`src/rtl/cfbt_pkg.sv`:
```
/*
  Constants for the flash area bus timing block: register map,
  field layout, write masks and FSM states.
  Assumes a 32-bit AXI4-Lite register bus.
*/
`default_nettype none
package cfbt_pkg;
  localparam logic [31:0] BUS_CTRL_ADDR  = 32'hFEC10004;
  localparam logic [31:0] WAIT_CTRL_ADDR = 32'hFEC10024;
  localparam logic [31:0] ACC_ADDR_ADDR  = 32'hFEC10100;
  localparam logic [31:0] ACC_DATA_ADDR  = 32'hFEC10104;
  localparam logic [31:0] ACC_CTRL_ADDR  = 32'hFEC10108;
  localparam logic [31:0] STATUS_ADDR    = 32'hFEC1010C;
  localparam int IDLE_WR_LSB    = 28;
  localparam int IDLE_XAREA_LSB = 22;
  localparam int IDLE_SAREA_LSB = 19;
  localparam int WIDTH_LSB      = 9;
  localparam int TRAIL_LSB      = 0;
  localparam int WMASK_BIT      = 6;
  localparam int WR_LSB         = 7;
  localparam int LEAD_LSB       = 11;
  localparam logic [31:0] BUS_CTRL_RST   = 32'h00000000;
  localparam logic [31:0] WAIT_CTRL_RST  = 32'h00000000;
  localparam logic [31:0] BUS_CTRL_WMASK = 32'h71F80000;
  localparam logic [31:0] WAIT_CTRL_WMASK = 32'h00001FC3;
  localparam logic [1:0]  WIDTH_16 = 2'h2;
  localparam logic [1:0]  WIDTH_32 = 2'h3;
  localparam int CTRL_GO_BIT    = 0;
  localparam int CTRL_WR_BIT    = 1;
  localparam int CTRL_XAREA_BIT = 2;
  localparam int STAT_BUSY_BIT  = 0;
  localparam int STAT_W32_BIT   = 1;
  localparam logic [1:0] RESP_OKAY   = 2'h0;
  localparam logic [1:0] RESP_DECERR = 2'h3;
  localparam logic [1:0] STRAP_FILL  = 2'h3;
  typedef enum logic [2:0] {
    ST_IDLE  = 3'b000,
    ST_GAP   = 3'b001,
    ST_LEAD  = 3'b010,
    ST_FIRST = 3'b011,
    ST_WAIT  = 3'b100,
    ST_FINAL = 3'b101,
    ST_TRAIL = 3'b110
  } cfbt_state_t;
endpackage : cfbt_pkg
`default_nettype wire

```
`src/rtl/cfbt_flash_timing.sv`:
```
/*
  Flash area bus timing controller with AXI4-Lite registers.
  Assumes an asynchronous NOR flash on the pins and a width strap
  that is held static from power-on.
*/
// Our own choice: the AXI4-Lite register port.
`default_nettype none
module cfbt_flash_timing
  import cfbt_pkg::*;
#(
  parameter int FLASH_AW = 22
) (
  // Clock and reset
  input  wire logic                clk,
  input  wire logic                rst,
  // AXI4-Lite slave
  input  wire logic [31:0]         s_axi_awaddr,
  input  wire logic                s_axi_awvalid,
  output logic                     s_axi_awready,
  input  wire logic [31:0]         s_axi_wdata,
  input  wire logic [3:0]          s_axi_wstrb,
  input  wire logic                s_axi_wvalid,
  output logic                     s_axi_wready,
  output logic [1:0]               s_axi_bresp,
  output logic                     s_axi_bvalid,
  input  wire logic                s_axi_bready,
  input  wire logic [31:0]         s_axi_araddr,
  input  wire logic                s_axi_arvalid,
  output logic                     s_axi_arready,
  output logic [31:0]              s_axi_rdata,
  output logic [1:0]               s_axi_rresp,
  output logic                     s_axi_rvalid,
  input  wire logic                s_axi_rready,
  // Flash pins
  output logic                     busClockOut,
  output logic                     flashAreaSelectN,
  output logic                     readStrobeN,
  output logic                     writeStrobeN,
  output logic [FLASH_AW-1:0]      flashAddr,
  output logic [31:0]              flashDataOut,
  output logic                     flashDataOe,
  input  wire logic [31:0]         flashDataIn,
  input  wire logic                extWaitN,
  input  wire logic                widthStrapPin
);
  typedef struct packed {
    cfbt_state_t       st;
    logic [3:0]        cnt;
    logic              busClk;
    logic              csN;
    logic              rdN;
    logic              wrN;
    logic [FLASH_AW-1:0] addr;
    logic [31:0]       dOut;
    logic              dOe;
    logic [31:0]       busCtrl;
    logic [31:0]       waitCtrl;
    logic [31:0]       accAddr;
    logic [31:0]       accData;
    logic              pend;
    logic              isWr;
    logic              xArea;
    logic              lastWr;
    logic [2:0]        wSync;
    logic              wFilt;
    logic [2:0]        sSync;
    logic [1:0]        sCnt;
    logic              strapDone;
    logic              w32;
    logic [31:0]       awAddr;
    logic              awHave;
    logic [31:0]       wData;
    logic [3:0]        wStrb;
    logic              wHave;
    logic              awRdy;
    logic              wRdy;
    logic              bValid;
    logic [1:0]        bResp;
    logic              arRdy;
    logic              rValid;
    logic [31:0]       rData;
    logic [1:0]        rResp;
  } cfbt_regs_t;

  cfbt_regs_t s, n;

  function automatic logic [31:0] mergeBytes(input logic [31:0] old,
                                             input logic [31:0] nw,
                                             input logic [3:0]  strb);
    logic [31:0] res;
    res = old;
    for (int i = 0; i < 4; i++) begin
      if (strb[i]) begin
        res[8*i +: 8] = nw[8*i +: 8];
      end
    end
    return res;
  endfunction : mergeBytes

  logic [2:0] idleWr, idleXArea, idleSArea, gap;
  logic [1:0] leadSel, trailSel;
  logic [3:0] wr;
  logic       waitMask, tick, busy, waitAct;
  assign idleWr    = s.busCtrl[IDLE_WR_LSB +: 3];
  assign idleXArea = s.busCtrl[IDLE_XAREA_LSB +: 3];
  assign idleSArea = s.busCtrl[IDLE_SAREA_LSB +: 3];
  assign leadSel   = s.waitCtrl[LEAD_LSB +: 2];
  assign trailSel  = s.waitCtrl[TRAIL_LSB +: 2];
  assign wr        = s.waitCtrl[WR_LSB +: 4];
  assign waitMask  = s.waitCtrl[WMASK_BIT];
  // Bus clock rises at this edge
  assign tick    = !s.busClk;
  assign busy    = s.pend || (s.st != ST_IDLE);
  assign waitAct = !s.wFilt;

  always_comb begin
    n = s;
    n.busClk = !s.busClk;
    // Pin synchronisers, change taken when stages 2 and 3 agree
    n.wSync = {s.wSync[1:0], extWaitN};
    if (s.wSync[1] == s.wSync[2]) begin
      n.wFilt = s.wSync[2];
    end
    n.sSync = {s.sSync[1:0], widthStrapPin};
    if (s.sCnt != STRAP_FILL) begin
      n.sCnt = s.sCnt + 2'h1;
    end else if (!s.strapDone && s.sSync[1] == s.sSync[2]) begin
      n.w32       = s.sSync[2];
      n.strapDone = 1'b1;
    end
    // Gap chooser
    if (s.lastWr) begin
      gap = idleWr;
    end else if (s.isWr && s.xArea) begin
      gap = idleXArea;
    end else if (s.isWr) begin
      gap = idleSArea;
    end else begin
      gap = 3'h0;
    end
    if (tick) begin
      case (s.st)
        ST_IDLE: begin
          if (s.pend && s.strapDone) begin
            if (gap != 3'h0) begin
              n.st  = ST_GAP;
              n.cnt = {1'b0, gap - 3'h1};
            end else begin
              n.st = ST_LEAD;
              n.cnt = 4'h0;
              n.pend = 1'b0;
            end
          end
        end
        ST_GAP: begin
          if (s.cnt == 4'h0) begin
            n.st   = ST_LEAD;
            n.pend = 1'b0;
          end else begin
            n.cnt = s.cnt - 4'h1;
          end
        end
        ST_LEAD: begin
          // Lead countdown is handled after the case
        end
        ST_FIRST: begin
          if (wr == 4'h0) begin
            n.st = ST_FINAL;
          end else begin
            n.st  = ST_WAIT;
            n.cnt = wr - 4'h1;
          end
        end
        ST_WAIT: begin
          if (s.cnt != 4'h0) begin
            n.cnt = s.cnt - 4'h1;
          end else if (!(!waitMask && waitAct)) begin
            n.st = ST_FINAL;
          end
        end
        ST_FINAL: begin
          n.rdN = 1'b1;
          n.wrN = 1'b1;
          if (!s.isWr) begin
            n.accData = s.w32 ? flashDataIn
                              : {16'h0000, flashDataIn[15:0]};
          end
          if (trailSel == 2'h0) begin
            n.st = ST_IDLE;
            n.csN = 1'b1;
            n.dOe = 1'b0;
            n.lastWr = s.isWr;
          end else begin
            n.st  = ST_TRAIL;
            n.cnt = {2'h0, trailSel - 2'h1};
          end
        end
        ST_TRAIL: begin
          if (s.cnt == 4'h0) begin
            n.st  = ST_IDLE;
            n.csN = 1'b1;
            n.dOe = 1'b0;
            n.lastWr = s.isWr;
          end else begin
            n.cnt = s.cnt - 4'h1;
          end
        end
        default: begin
          n.st = ST_IDLE;
        end
      endcase
      // Access start: select and address, strobe after lead (same edge as select when leadSel is 0)
      if (n.st == ST_LEAD && s.st != ST_LEAD) begin
        n.csN  = 1'b0;
        n.addr = s.accAddr[FLASH_AW-1:0];
        n.dOe  = s.isWr;
        n.dOut = s.w32 ? s.accData : {16'h0000, s.accData[15:0]};
        n.cnt  = {2'h0, leadSel};
      end
      if (n.st == ST_LEAD) begin
        if (n.cnt == 4'h0) begin
          n.st  = ST_FIRST;
          n.rdN = s.isWr;
          n.wrN = !s.isWr;
        end else begin
          n.cnt = n.cnt - 4'h1;
        end
      end
    end
    // AXI write channel
    if (s.awRdy && s_axi_awvalid) begin
      n.awAddr = s_axi_awaddr;
      n.awHave = 1'b1;
    end
    if (s.wRdy && s_axi_wvalid) begin
      n.wData  = s_axi_wdata;
      n.wStrb  = s_axi_wstrb;
      n.wHave  = 1'b1;
    end
    if (s.bValid && s_axi_bready) begin
      n.bValid = 1'b0;
    end
    if (s.awHave && s.wHave && !s.bValid) begin
      n.awHave = 1'b0;
      n.wHave  = 1'b0;
      n.bValid = 1'b1;
      n.bResp  = RESP_OKAY;
      case (s.awAddr)
        BUS_CTRL_ADDR: n.busCtrl = (mergeBytes(s.busCtrl, s.wData,
          s.wStrb) & BUS_CTRL_WMASK) | (s.busCtrl & ~BUS_CTRL_WMASK);
        WAIT_CTRL_ADDR: n.waitCtrl = (mergeBytes(s.waitCtrl, s.wData,
          s.wStrb) & WAIT_CTRL_WMASK) | (s.waitCtrl & ~WAIT_CTRL_WMASK);
        ACC_ADDR_ADDR: n.accAddr = mergeBytes(s.accAddr, s.wData, s.wStrb);
        ACC_DATA_ADDR: begin
          if (!busy) begin
            n.accData = mergeBytes(s.accData, s.wData, s.wStrb);
          end
        end
        ACC_CTRL_ADDR: begin
          if (!busy && s.wStrb[0] && s.wData[CTRL_GO_BIT]) begin
            n.pend  = 1'b1;
            n.isWr  = s.wData[CTRL_WR_BIT];
            n.xArea = s.wData[CTRL_XAREA_BIT];
          end
        end
        STATUS_ADDR: begin
        end
        default: n.bResp = RESP_DECERR;
      endcase
    end
    n.awRdy = !n.awHave && !n.bValid;
    n.wRdy  = !n.wHave && !n.bValid;
    // AXI read channel
    if (s.rValid && s_axi_rready) begin
      n.rValid = 1'b0;
    end
    if (s.arRdy && s_axi_arvalid) begin
      n.rValid = 1'b1;
      n.rResp  = RESP_OKAY;
      n.rData  = 32'h00000000;
      case (s_axi_araddr)
        BUS_CTRL_ADDR: begin
          n.rData = s.busCtrl;
          n.rData[WIDTH_LSB +: 2] = s.w32 ? WIDTH_32 : WIDTH_16;
        end
        WAIT_CTRL_ADDR: n.rData = s.waitCtrl;
        ACC_ADDR_ADDR:  n.rData = s.accAddr;
        ACC_DATA_ADDR:  n.rData = s.accData;
        ACC_CTRL_ADDR:  n.rData = 32'h00000000;
        STATUS_ADDR: begin
          n.rData[STAT_BUSY_BIT] = busy;
          n.rData[STAT_W32_BIT]  = s.w32;
        end
        default: n.rResp = RESP_DECERR;
      endcase
    end
    n.arRdy = !n.rValid;
  end

  always_ff @(posedge clk) begin
    if (rst) begin
      s          <= '0;
      s.st       <= ST_IDLE;
      s.csN      <= 1'b1;
      s.rdN      <= 1'b1;
      s.wrN      <= 1'b1;
      s.busCtrl  <= BUS_CTRL_RST;
      s.waitCtrl <= WAIT_CTRL_RST;
      s.wSync    <= 3'h7;
      s.wFilt    <= 1'b1;
    end else begin
      s <= n;
    end
  end

  assign s_axi_awready    = s.awRdy;
  assign s_axi_wready     = s.wRdy;
  assign s_axi_bresp      = s.bResp;
  assign s_axi_bvalid     = s.bValid;
  assign s_axi_arready    = s.arRdy;
  assign s_axi_rdata      = s.rData;
  assign s_axi_rresp      = s.rResp;
  assign s_axi_rvalid     = s.rValid;
  assign busClockOut      = s.busClk;
  assign flashAreaSelectN = s.csN;
  assign readStrobeN      = s.rdN;
  assign writeStrobeN     = s.wrN;
  assign flashAddr        = s.addr;
  assign flashDataOut     = s.dOut;
  assign flashDataOe      = s.dOe;

  logic stbN;
  assign stbN = s.rdN && s.wrN;
endmodule : cfbt_flash_timing
`default_nettype wire

```
`config.mk`:
```
export PLATFORM = sky130hd
export DESIGN_NAME = cfbt_flash_timing
export DESIGN_NICKNAME = d
export VERILOG_FILES = /design/src/rtl/cfbt_pkg.sv /design/src/rtl/cfbt_flash_timing.sv
export SDC_FILE = /design/constraint.sdc
export NUM_CORES = 1
export LEC_CHECK = 0
export BUFFER_PORTS_ARGS = -buffer_cell sky130_fd_sc_hd__buf_2
export CORE_MARGIN = 2
export CORE_UTILIZATION = 59
export DETAILED_ROUTE_END_ITERATION = 6
export PLACE_DENSITY = 0.89
export SLEW_MARGIN = 30
export SYNTH_ARGS = -nofsm -noshare
export SYNTH_HDL_FRONTEND = slang
export SYNTH_SLANG_ARGS = --single-unit
```
`constraint.sdc`:
```
create_clock -name clk -period 8.5 [get_ports clk]
set_input_delay 1.7 -clock clk [delete_from_list [all_inputs] [get_ports clk]]
set_output_delay 1.7 -clock clk [all_outputs]
set_load 0.005 [all_outputs]
```
==> results of run 1 <==
final cells by class:
type                       count  area, µm²  share of cell area (%)
multi-input combinational    958       5260                    39.7
clock buffer                  38        766                    5.78
sequential                   272       5450                    41.1
antenna                        1       2.50                  0.0189
tap                          265        332                    2.50
timing repair buffer         250       1280                    9.68
inverter                      15       56.3                   0.425
clock inverter                10        114                   0.859
critical path: stages, from the launching register on:
cell and delay (ns):
dfxtp_1 0.41, mux2_2 0.36, a22oi_1 0.28, nand2_1 0.13, inv_1 0.09, ha_1 0.17, nand4_1 0.15, nand2_1 0.33
mux2i_1 0.46, ha_1 0.27, o21a_1 0.17, nand3_1 0.17, or3_1 0.37, a31o_2 0.20
routing by layer:
layer  vias to the layer above  global-route usage, %  part of all wire (%)
met5                         -                      0                 0.034
met4                         2                   14.6                   5.2
met3                       137                   4.80                   8.7
met2                       596                   48.1                    46
met1                      4997                   37.1                    40
li1                       5027                      -                     -
worst max path at each step:
stage / to / depth (start not counted) / startpoint / slack, ns
2_1_floorplan: s_axi_rdata[11] / 8 / s_axi_araddr[13] / 4.92
3_3_place_gp: s_axi_rdata[0] / 9 / s_axi_araddr[13] / 4.46
3_5_place_dp: s_axi_rdata[0] / 9 / s_axi_araddr[13] / 4.41
4_1_cts: readStrobeN / 13 / s[123] / 4.91
5_1_grt: readStrobeN / 13 / s[123] / 4.62
6_report: readStrobeN / 13 / s[123] / 4.84
placed cells by master (no fill, tap or decap), drive strengths merged, types with 6 or more instances in the layout:
cell type	count
a22oi	13
nand2	313
dfxtp	272
a21oi	152
a222oi	16
nand4	6
nand2b	9
nor2b	14
clkinv	7
nor3	31
nand3	43
nor4	12
ha	7
o21ai	23
o221a	9
buf	250
a31oi	20
mux2	7
nor2	120
mux2i	55
inv	15
and2	15
clkbuf	38
a221oi	18
flip-flops by register name, indices dropped and copies added, names as in the netlist, 2 cells and up:
register      flops
s               159
flashDataOut     32
s_axi_rdata      32
flashAddr        22
n                 4
idleSArea         3
idleWr            3
idleXArea         3
leadSel           2
report_power, final:
group	switching, µW	total, µW	leakage, µW	internal [µW]
combinational	189	316	0.00256	127
clock	486	1170	0.000435	687
sequential	44.3	1360	0.00220	1310
total	719	2840	0.00520	2120
cells in the mapped netlist (15+ instances only):
cell type  count  area [µm²]
mux2i_1       55         551
o21ai_1       16        80.1
nand3_1       43         215
buf_4         90         676
nor2_1       120         450
nand2_1      313        1170
a31oi_1       20         125
clkbuf_1      60         225
nor3_1        29         145
dfxtp_1      272        5450
inv_1         15        56.3
a21oi_1      152         761
a222oi_1      16         160
buf_2         21         105
a221oi_1      18         158
cells by family after synthesis:
family	after synthesis	synth area share (%)
xor gates and xnor gates	4	0.297
AOI/OAI and AO/OA	291	15.6
adders and majority gates	7	0.741
buffers and inverters	198	9.63
and+or+nand+nor	594	22.3
muxes	62	5.33
DFF	272	46.1
per-stage QoR:
step / std cells / utilization [%] / setup slack [ns] / hold slack [ns]
after floorplan: 1428 / - / 4.92 / 0.389
after global placement: 1760 / 63.3 / 4.46 / 0.397
after detailed placement: 1760 / 63.3 / 4.41 / 0.402
after CTS: 1808 / 67.8 / 4.91 / 0.415
after global routing: 1808 / 67.9 / 4.62 / 0.446
final: 1809 / 67.9 / 4.84 / 0.420
==> flow_metrics.env, run 1 <==
export IMPL_numPortBuffers=240
export IMPL_setup_viol_count_final=0
export IMPL_finalInstanceArea_mm2=0.0133
export IMPL_finalPower_uw=2840
export IMPL_core_area_mm2=0.0195
export IMPL_numCtsBuffers=26
export IMPL_grt_pass1_vias=10100
export IMPL_post_cts_buffers=0
export IMPL_die_area_mm2=0.0212
export IMPL_reg2regPathDepth=13
export IMPL_cts_tree="built"
export IMPL_hold_path_startpoint="n[120]"
export IMPL_cts_htree_levels=1
export IMPL_routedWlPerCell_um=17.8
export IMPL_clock_fmax_mhz=273
export IMPL_grt_max_degree=95
export IMPL_cts_hold_buf=0
export IMPL_cp_max_fo=8
export IMPL_syn_instance_count=1428
export IMPL_syn_nets=1576
export IMPL_fin_setup_tns_ns=0
export IMPL_reg2reg_from="s[123]"
export IMPL_min_period_ns=3.66
export IMPL_cellLeakagePower_uw=0.00520
export IMPL_drv_slew=0
export IMPL_fill_cells=1539
export IMPL_r2r_end="readStrobeN"
export IMPL_ys_flop_type="dfxtp_1"
export IMPL_clk_latency_ns=0.53
export IMPL_synth_cell_types=67
export IMPL_drtAntennaViolNets=0
export IMPL_cts_root_buf="clkbuf_16"
export IMPL_worstHoldPathType="register to register"
export IMPL_initial_utilization_pct=60.5
export IMPL_synthToLayoutAreaGrowth_pct=12.2
export IMPL_dp_final_hpwl_mm=21.9
export IMPL_hold_end="n[121]"
export IMPL_worstSetupPathType="register to register"
export IMPL_p_per_area_mw_per_mm2=215
export IMPL_antenna_found_initial=3
export IMPL_synth_edff_count=0
export IMPL_finalWeightedCongestion=0.917
export IMPL_avgSynthCellArea_um2=8.27
export IMPL_status="complete, no violations"
export IMPL_startpoint_type="register"
export IMPL_drt_initial_drc_count=1087
export IMPL_max_slew_margin_pct=31.8
export IMPL_nets=1671
export IMPL_routed_wl_mm=32.1
export IMPL_clk_transition_reported_paths_ns=0.06
export IMPL_row_count=51
export IMPL_min_path_cells=1
export IMPL_post_route_period_util_pct=43.1
export IMPL_rsz0062_at_grt="no"
export IMPL_worstSetupEndpointType="register"
export IMPL_vdd_ir_drop_max_mv=0.192
export IMPL_grt_pass1_wl_mm=51.0
export IMPL_via_per_inst=5.95
export IMPL_cp_required_ns=8.92
export IMPL_syn_cell_area_mm2=0.0118
export IMPL_postSynthRegisterBits=272
export IMPL_die_h_um=146
export IMPL_drc=0
export IMPL_drt_first_pass_iters=6
export IMPL_die_w_um=146
export IMPL_synthArstFlopShare_pct=0
export IMPL_track_usage_pct=29.1
export IMPL_grt_overflow=0
export IMPL_num_io_pins=241
export IMPL_post_dp_cell_area_mm2=0.0124
export IMPL_hold_violations=0
export IMPL_worst_slew_pin_slew_ns=1.01
export IMPL_cp_arrival_ns=4.08
export IMPL_reg2reg_slack_ns=4.84
export IMPL_cts_path_max_buffers=3
export IMPL_vias=10800
export IMPL_finalClockSkew_ns=0.0189
export IMPL_drv_cap=0
export IMPL_post_cts_resized=0
export IMPL_yosysWarnings=0
export IMPL_cts_sinks=272
export IMPL_drive_gt1_share_pct=21.3
export IMPL_yosysSeqAreaShare_pct=46.1
Note: power is estimated with default switching activity, not from simulation.
==> inputs of run 2 (changes only) <==
--- a/config.mk
+++ b/config.mk
@@ -7,9 +7,9 @@
 export LEC_CHECK = 0
 export BUFFER_PORTS_ARGS = -buffer_cell sky130_fd_sc_hd__buf_2
 export CORE_MARGIN = 2
-export CORE_UTILIZATION = 59
+export CORE_UTILIZATION = 50
 export DETAILED_ROUTE_END_ITERATION = 6
-export PLACE_DENSITY = 0.89
+export PLACE_DENSITY = 0.81
 export SLEW_MARGIN = 30
 export SYNTH_ARGS = -nofsm -noshare
 export SYNTH_HDL_FRONTEND = slang
==> constraint.sdc (replaced) <==
create_clock -name clk -period 3.2 [get_ports clk]
set_input_delay 0.64 -clock clk [delete_from_list [all_inputs] [get_ports clk]]
set_output_delay 0.64 -clock clk [all_outputs]
set_load 0.005 [all_outputs]
==> flow_metrics.env, run 2 (same netlist as run 1, synthesis figures left out) <==
export IMPL_finalWeightedCongestion=0.938
export IMPL_hold_end="n[120]"
export IMPL_cts_htree_levels=1
export IMPL_hold_path_startpoint="extWaitN"
export IMPL_track_usage_pct=26.0
export IMPL_cellLeakagePower_uw=0.00550
export IMPL_reg2regPathDepth=14
export IMPL_startpoint_type="register"
export IMPL_vdd_ir_drop_max_mv=0.413
export IMPL_cp_max_fo=4
export IMPL_min_period_ns=3.15
export IMPL_drive_gt1_share_pct=24.5
export IMPL_cts_hold_buf=0
export IMPL_p_per_area_mw_per_mm2=575
export IMPL_dp_final_hpwl_mm=23.2
export IMPL_dp_slack_ns=0.0114
export IMPL_grt_overflow=0
export IMPL_finalClockSkew_ns=0.00847
export IMPL_min_path_cells=2
export IMPL_synthToLayoutAreaGrowth_pct=17.6
export IMPL_clk_transition_reported_paths_ns=0.06
export IMPL_status="complete, no violations"
export IMPL_setup_viol_count_final=0
export IMPL_drt_first_pass_iters=6
export IMPL_cp_startpoint="s[123]"
export IMPL_vias=10700
export IMPL_cp_required_ns=3.64
export IMPL_numCtsBuffers=28
export IMPL_drtAntennaViolNets=0
export IMPL_setup_ws_ns=0.0501
export IMPL_via_per_inst=5.57
export IMPL_drt_initial_drc_count=995
export IMPL_clock_fmax_mhz=317
export IMPL_reg2reg_slack_ns=0.05
export IMPL_layout_commonest_cell="nand2_1"
export IMPL_row_count=56
export IMPL_drc=0
export IMPL_die_area_mm2=0.0249
export IMPL_drv_slew=0
export IMPL_finalInstanceArea_mm2=0.0139
export IMPL_post_dp_cell_area_mm2=0.0128
export IMPL_routed_wl_mm=33.5
export IMPL_grt_max_degree=97
export IMPL_cts_tree="built"
export IMPL_initial_utilization_pct=50.6
export IMPL_hold_violations=0
export IMPL_clk_latency_ns=0.54
export IMPL_stdcell_count=1915
export IMPL_nets=1721
export IMPL_antenna_found_initial=6
export IMPL_grt_pass1_vias=10100
export IMPL_die_h_um=158
export IMPL_cts_path_max_buffers=3
export IMPL_worst_slew_pin_slew_ns=0.973
export IMPL_holdWs_ns=0.278
export IMPL_post_route_period_util_pct=98.4
export IMPL_drv_cap=0
export IMPL_numPortBuffers=240
export IMPL_largest_register="s"
export IMPL_fin_setup_tns_ns=0
export IMPL_die_w_um=158
export IMPL_dp_cells=1858
export IMPL_r2r_end="readStrobeN"
export IMPL_fill_cells=2069
export IMPL_worstHoldPathType="input pin to register"
export IMPL_largest_reg_flops=159
export IMPL_max_slew_margin_pct=35.0
export IMPL_cts_root_buf="clkbuf_16"
export IMPL_grt_pass1_wl_mm=51.9
export IMPL_cp_arrival_ns=3.59
export IMPL_num_io_pins=241
export IMPL_worstSetupPathType="register to register"
export IMPL_final_cell_mix="nand2_1 (311), dfxtp_1 (271), buf_2 (239), a21oi_1 (152), nor2_1 (120)"
export IMPL_routedWlPerCell_um=17.5
export IMPL_reg2reg_from="s[123]"
export IMPL_worstSetupEndpointType="register"
export IMPL_core_area_mm2=0.0233
export IMPL_cts_sinks=272
==> run 2: cell types whose count changed in the layout (fill, tap and decap cells not counted), sizes merged <==
| cell | previous run | this run |
|---|---|---|
| bufinv | 2 | 3 |
| diode | 1 | 2 |
| clkbuf | 38 | 39 |
| clkinvlp | 1 | 2 |
| buf | 250 | 298 |
==> run 2: final cells by class <==
type	instances	area, µm²	area share, %
sequential	272	5450	39.2
multi-input combinational	958	5310	38.2
timing repair buffer	298	1710	12.3
clock buffer	39	812	5.85
tap	319	399	2.87
clock inverter	12	159	1.14
inverter	15	56.3	0.405
antenna	2	5.00	0.0360
==> run 2: through the flow <==
step | power [µW] | utilization [%]
after global routing | 8280 | 59.5
after global placement | 4630 | 54.9
final | 7990 | 59.5
after CTS | 7990 | 59.1
after floorplan | 4230 | -
after detailed placement | 4630 | 54.9
==> run 2: timing repair <==
item | CTS | global route
endpoints found under the setup margin | 1 | 3
setup buffers | 0 | 4
gates resized for setup | 1 | 16
pin swaps | 0 | 7
==> run 2: how the worst max path moves through the flow <==
stage | depth (start not counted) | slack, ns | end
global route | 14 | -0.06 | readStrobeN
global placement | 14 | 0.12 | readStrobeN
CTS | 14 | 0.02 | readStrobeN
finish | 14 | 0.05 | readStrobeN
floorplan | 14 | 0.11 | readStrobeN
detailed placement | 14 | 0.01 | readStrobeN
==> run 2: report_power, final <==
part	switching [µW]	total, µW	internal, µW
clock	1350	3370	2020
combinational	589	1050	459
sequential	96.3	3580	3480
total	2040	7990	5960
==> run 2: per-layer routing <==
metal	routed length (µm)	global-route usage (%)	vias to the layer above	share of wire, %
met5	51	0	-	0.15
met4	1280	10.3	8	3.8
met3	2630	4.82	87	7.9
met2	15400	42.5	470	46
met1	14200	34.1	4973	42
li1	-	-	5134	-
==> run 2: critical path, stage by stage (launching register included) <==
cell	delay, ns
dfxtp_4	0.38
mux2_4	0.31
a22oi_2	0.17
nand2_1	0.11
inv_2	0.07
ha_2	0.17
nand4_1	0.14
o221ai_2	0.12
nor3b_2	0.08
a221oi_2	0.33
ha_2	0.26
o21a_1	0.19
nand3_2	0.09
or3_1	0.41
a31o_2	0.21
==> inputs of run 3 (changes only) <==
--- a/config.mk
+++ b/config.mk
@@ -6,10 +6,9 @@
 export NUM_CORES = 1
 export LEC_CHECK = 0
 export BUFFER_PORTS_ARGS = -buffer_cell sky130_fd_sc_hd__buf_2
-export CORE_MARGIN = 2
-export CORE_UTILIZATION = 50
+export CORE_UTILIZATION = 55
 export DETAILED_ROUTE_END_ITERATION = 6
-export PLACE_DENSITY = 0.81
+export PLACE_DENSITY = 0.84
 export SLEW_MARGIN = 30
 export SYNTH_ARGS = -nofsm -noshare
 export SYNTH_HDL_FRONTEND = slang
==> constraint.sdc (replaced) <==
create_clock -name clk -period 3.5 [get_ports clk]
set_input_delay 0.7 -clock clk [delete_from_list [all_inputs] [get_ports clk]]
set_output_delay 0.7 -clock clk [all_outputs]
set_load 0.005 [all_outputs]
==> flow_metrics.env, run 3 (same netlist as run 1, synthesis figures left out) <==
export IMPL_status="complete, no violations"
export IMPL_cellLeakagePower_uw=0.00536
export IMPL_finalPower_uw=7070
export IMPL_drt_initial_drc_count=1035
export IMPL_finalClockSkew_ns=0.0249
export IMPL_clk_latency_ns=0.56
export IMPL_clk_transition_reported_paths_ns=0.06
export IMPL_layout_commonest_cell="nand2_1"
export IMPL_cts_path_max_buffers=3
export IMPL_max_slew_margin_pct=45.6
export IMPL_num_io_pins=241
export IMPL_hold_violations=0
export IMPL_antenna_cells=0
export IMPL_drv_cap=0
export IMPL_drive_gt1_share_pct=22.6
export IMPL_dp_final_hpwl_mm=22.7
export IMPL_cts_sinks=272
export IMPL_stdcell_count=1846
export IMPL_vdd_ir_drop_max_mv=0.503
export IMPL_core_area_mm2=0.0210
export IMPL_cts_root_buf="clkbuf_16"
export IMPL_die_w_um=149
export IMPL_cp_required_ns=3.94
export IMPL_die_area_mm2=0.0221
export IMPL_dp_cells=1799
export IMPL_largest_register="s"
export IMPL_routed_wl_mm=32.8
export IMPL_grt_max_degree=87
export IMPL_worstSetupEndpointType="register"
export IMPL_routedWlPerCell_um=17.8
export IMPL_die_h_um=149
export IMPL_cts_htree_levels=1
export IMPL_worstSetupPathType="register to register"
export IMPL_synthToLayoutAreaGrowth_pct=14.7
export IMPL_largest_reg_flops=159
export IMPL_finalWeightedCongestion=0.918
export IMPL_startpoint_type="register"
export IMPL_worstHoldPathType="input pin to register"
export IMPL_post_route_period_util_pct=94.2
export IMPL_cp_max_fo=7
export IMPL_setup_viol_count_final=0
export IMPL_via_per_inst=5.83
export IMPL_setup_ws_ns=0.204
export IMPL_fin_setup_tns_ns=0
export IMPL_cts_tree="built"
export IMPL_final_cell_mix="nand2_1 (312), dfxtp_1 (270), buf_2 (239), a21oi_1 (152), nor2_1 (120)"
export IMPL_grt_overflow=0
export IMPL_drt_first_pass_iters=6
export IMPL_initial_utilization_pct=56.2
export IMPL_cp_arrival_ns=3.74
export IMPL_numPortBuffers=240
export IMPL_finalInstanceArea_mm2=0.0136
export IMPL_drtAntennaViolNets=0
export IMPL_dp_slack_ns=0.0110
export IMPL_nets=1703
export IMPL_antenna_found_initial=1
export IMPL_p_per_area_mw_per_mm2=522
export IMPL_cts_hold_buf=0
export IMPL_worst_slew_pin_slew_ns=0.814
export IMPL_row_count=53
export IMPL_vias=10800
export IMPL_numCtsBuffers=28
export IMPL_grt_pass1_vias=10200
export IMPL_track_usage_pct=29.1
export IMPL_drc=0
export IMPL_min_period_ns=3.30
export IMPL_drv_slew=0
export IMPL_grt_pass1_wl_mm=51.3
export IMPL_clock_fmax_mhz=303
export IMPL_post_dp_cell_area_mm2=0.0126
==> run 3: routing by layer <==
metal	global-route usage [%]	wire, µm
met1	37.5	13500
met2	48.0	15400
met3	4.66	2780
met4	12.5	1140
met5	0	10
==> run 3: final timing paths <==
kind | start | to | slack (ns) | cells past startpoint
max | s[313] | readStrobeN | 0.20 | 13
min | extWaitN | n[120] | 0.34 | 2
min reg2reg | n[120] | n[121] | 0.42 | 1
max reg2reg | s[313] | readStrobeN | 0.20 | 13
==> run 3: final cells by class <==
cell class,count,area [µm²]
inverters,15,56.3
clock buffers,43,807
flip-flops and latches,272,5450
fillers,1742,7470
well taps,275,344
multi-input cells,958,5270
repair buffers,280,1550
clock inverters,3,90.1
==> run 3: report_power, final <==
part / internal [µW] / switching (µW)
combinational: 363 / 499
sequential: 3190 / 95.4
clock: 1720 / 1200
total: 5270 / 1800
==> run 3: worst max-delay path, stage by stage, from the launching register on <==
cell	delay, ns
dfxtp_1	0.35
inv_1	0.13
ha_1	0.22
nor3b_1	0.32
buf_4	0.22
xnor2_1	0.12
o211ai_1	0.10
a211o_1	0.28
mux2i_1	0.30
ha_2	0.29
o21a_1	0.17
nand3_1	0.15
or3_1	0.35
a31o_2	0.20
==> run 3: repair_timing <==
item,CTS,global route
pin swaps,0,1
setup buffers,0,1
setup endpoints to repair,1,1
gates resized for setup,1,4
==> run 3: per-stage QoR <==
| stage | utilization, % | hold WS, ns |
|---|---|---|
| 5_1_grt | 64.5 | 0.334 |
| 3_3_place_gp | 60.1 | 0.394 |
| 6_report | 64.5 | 0.343 |
| 2_1_floorplan | - | 0.389 |
| 3_5_place_dp | 60.1 | 0.408 |
| 4_1_cts | 64.4 | 0.329 |
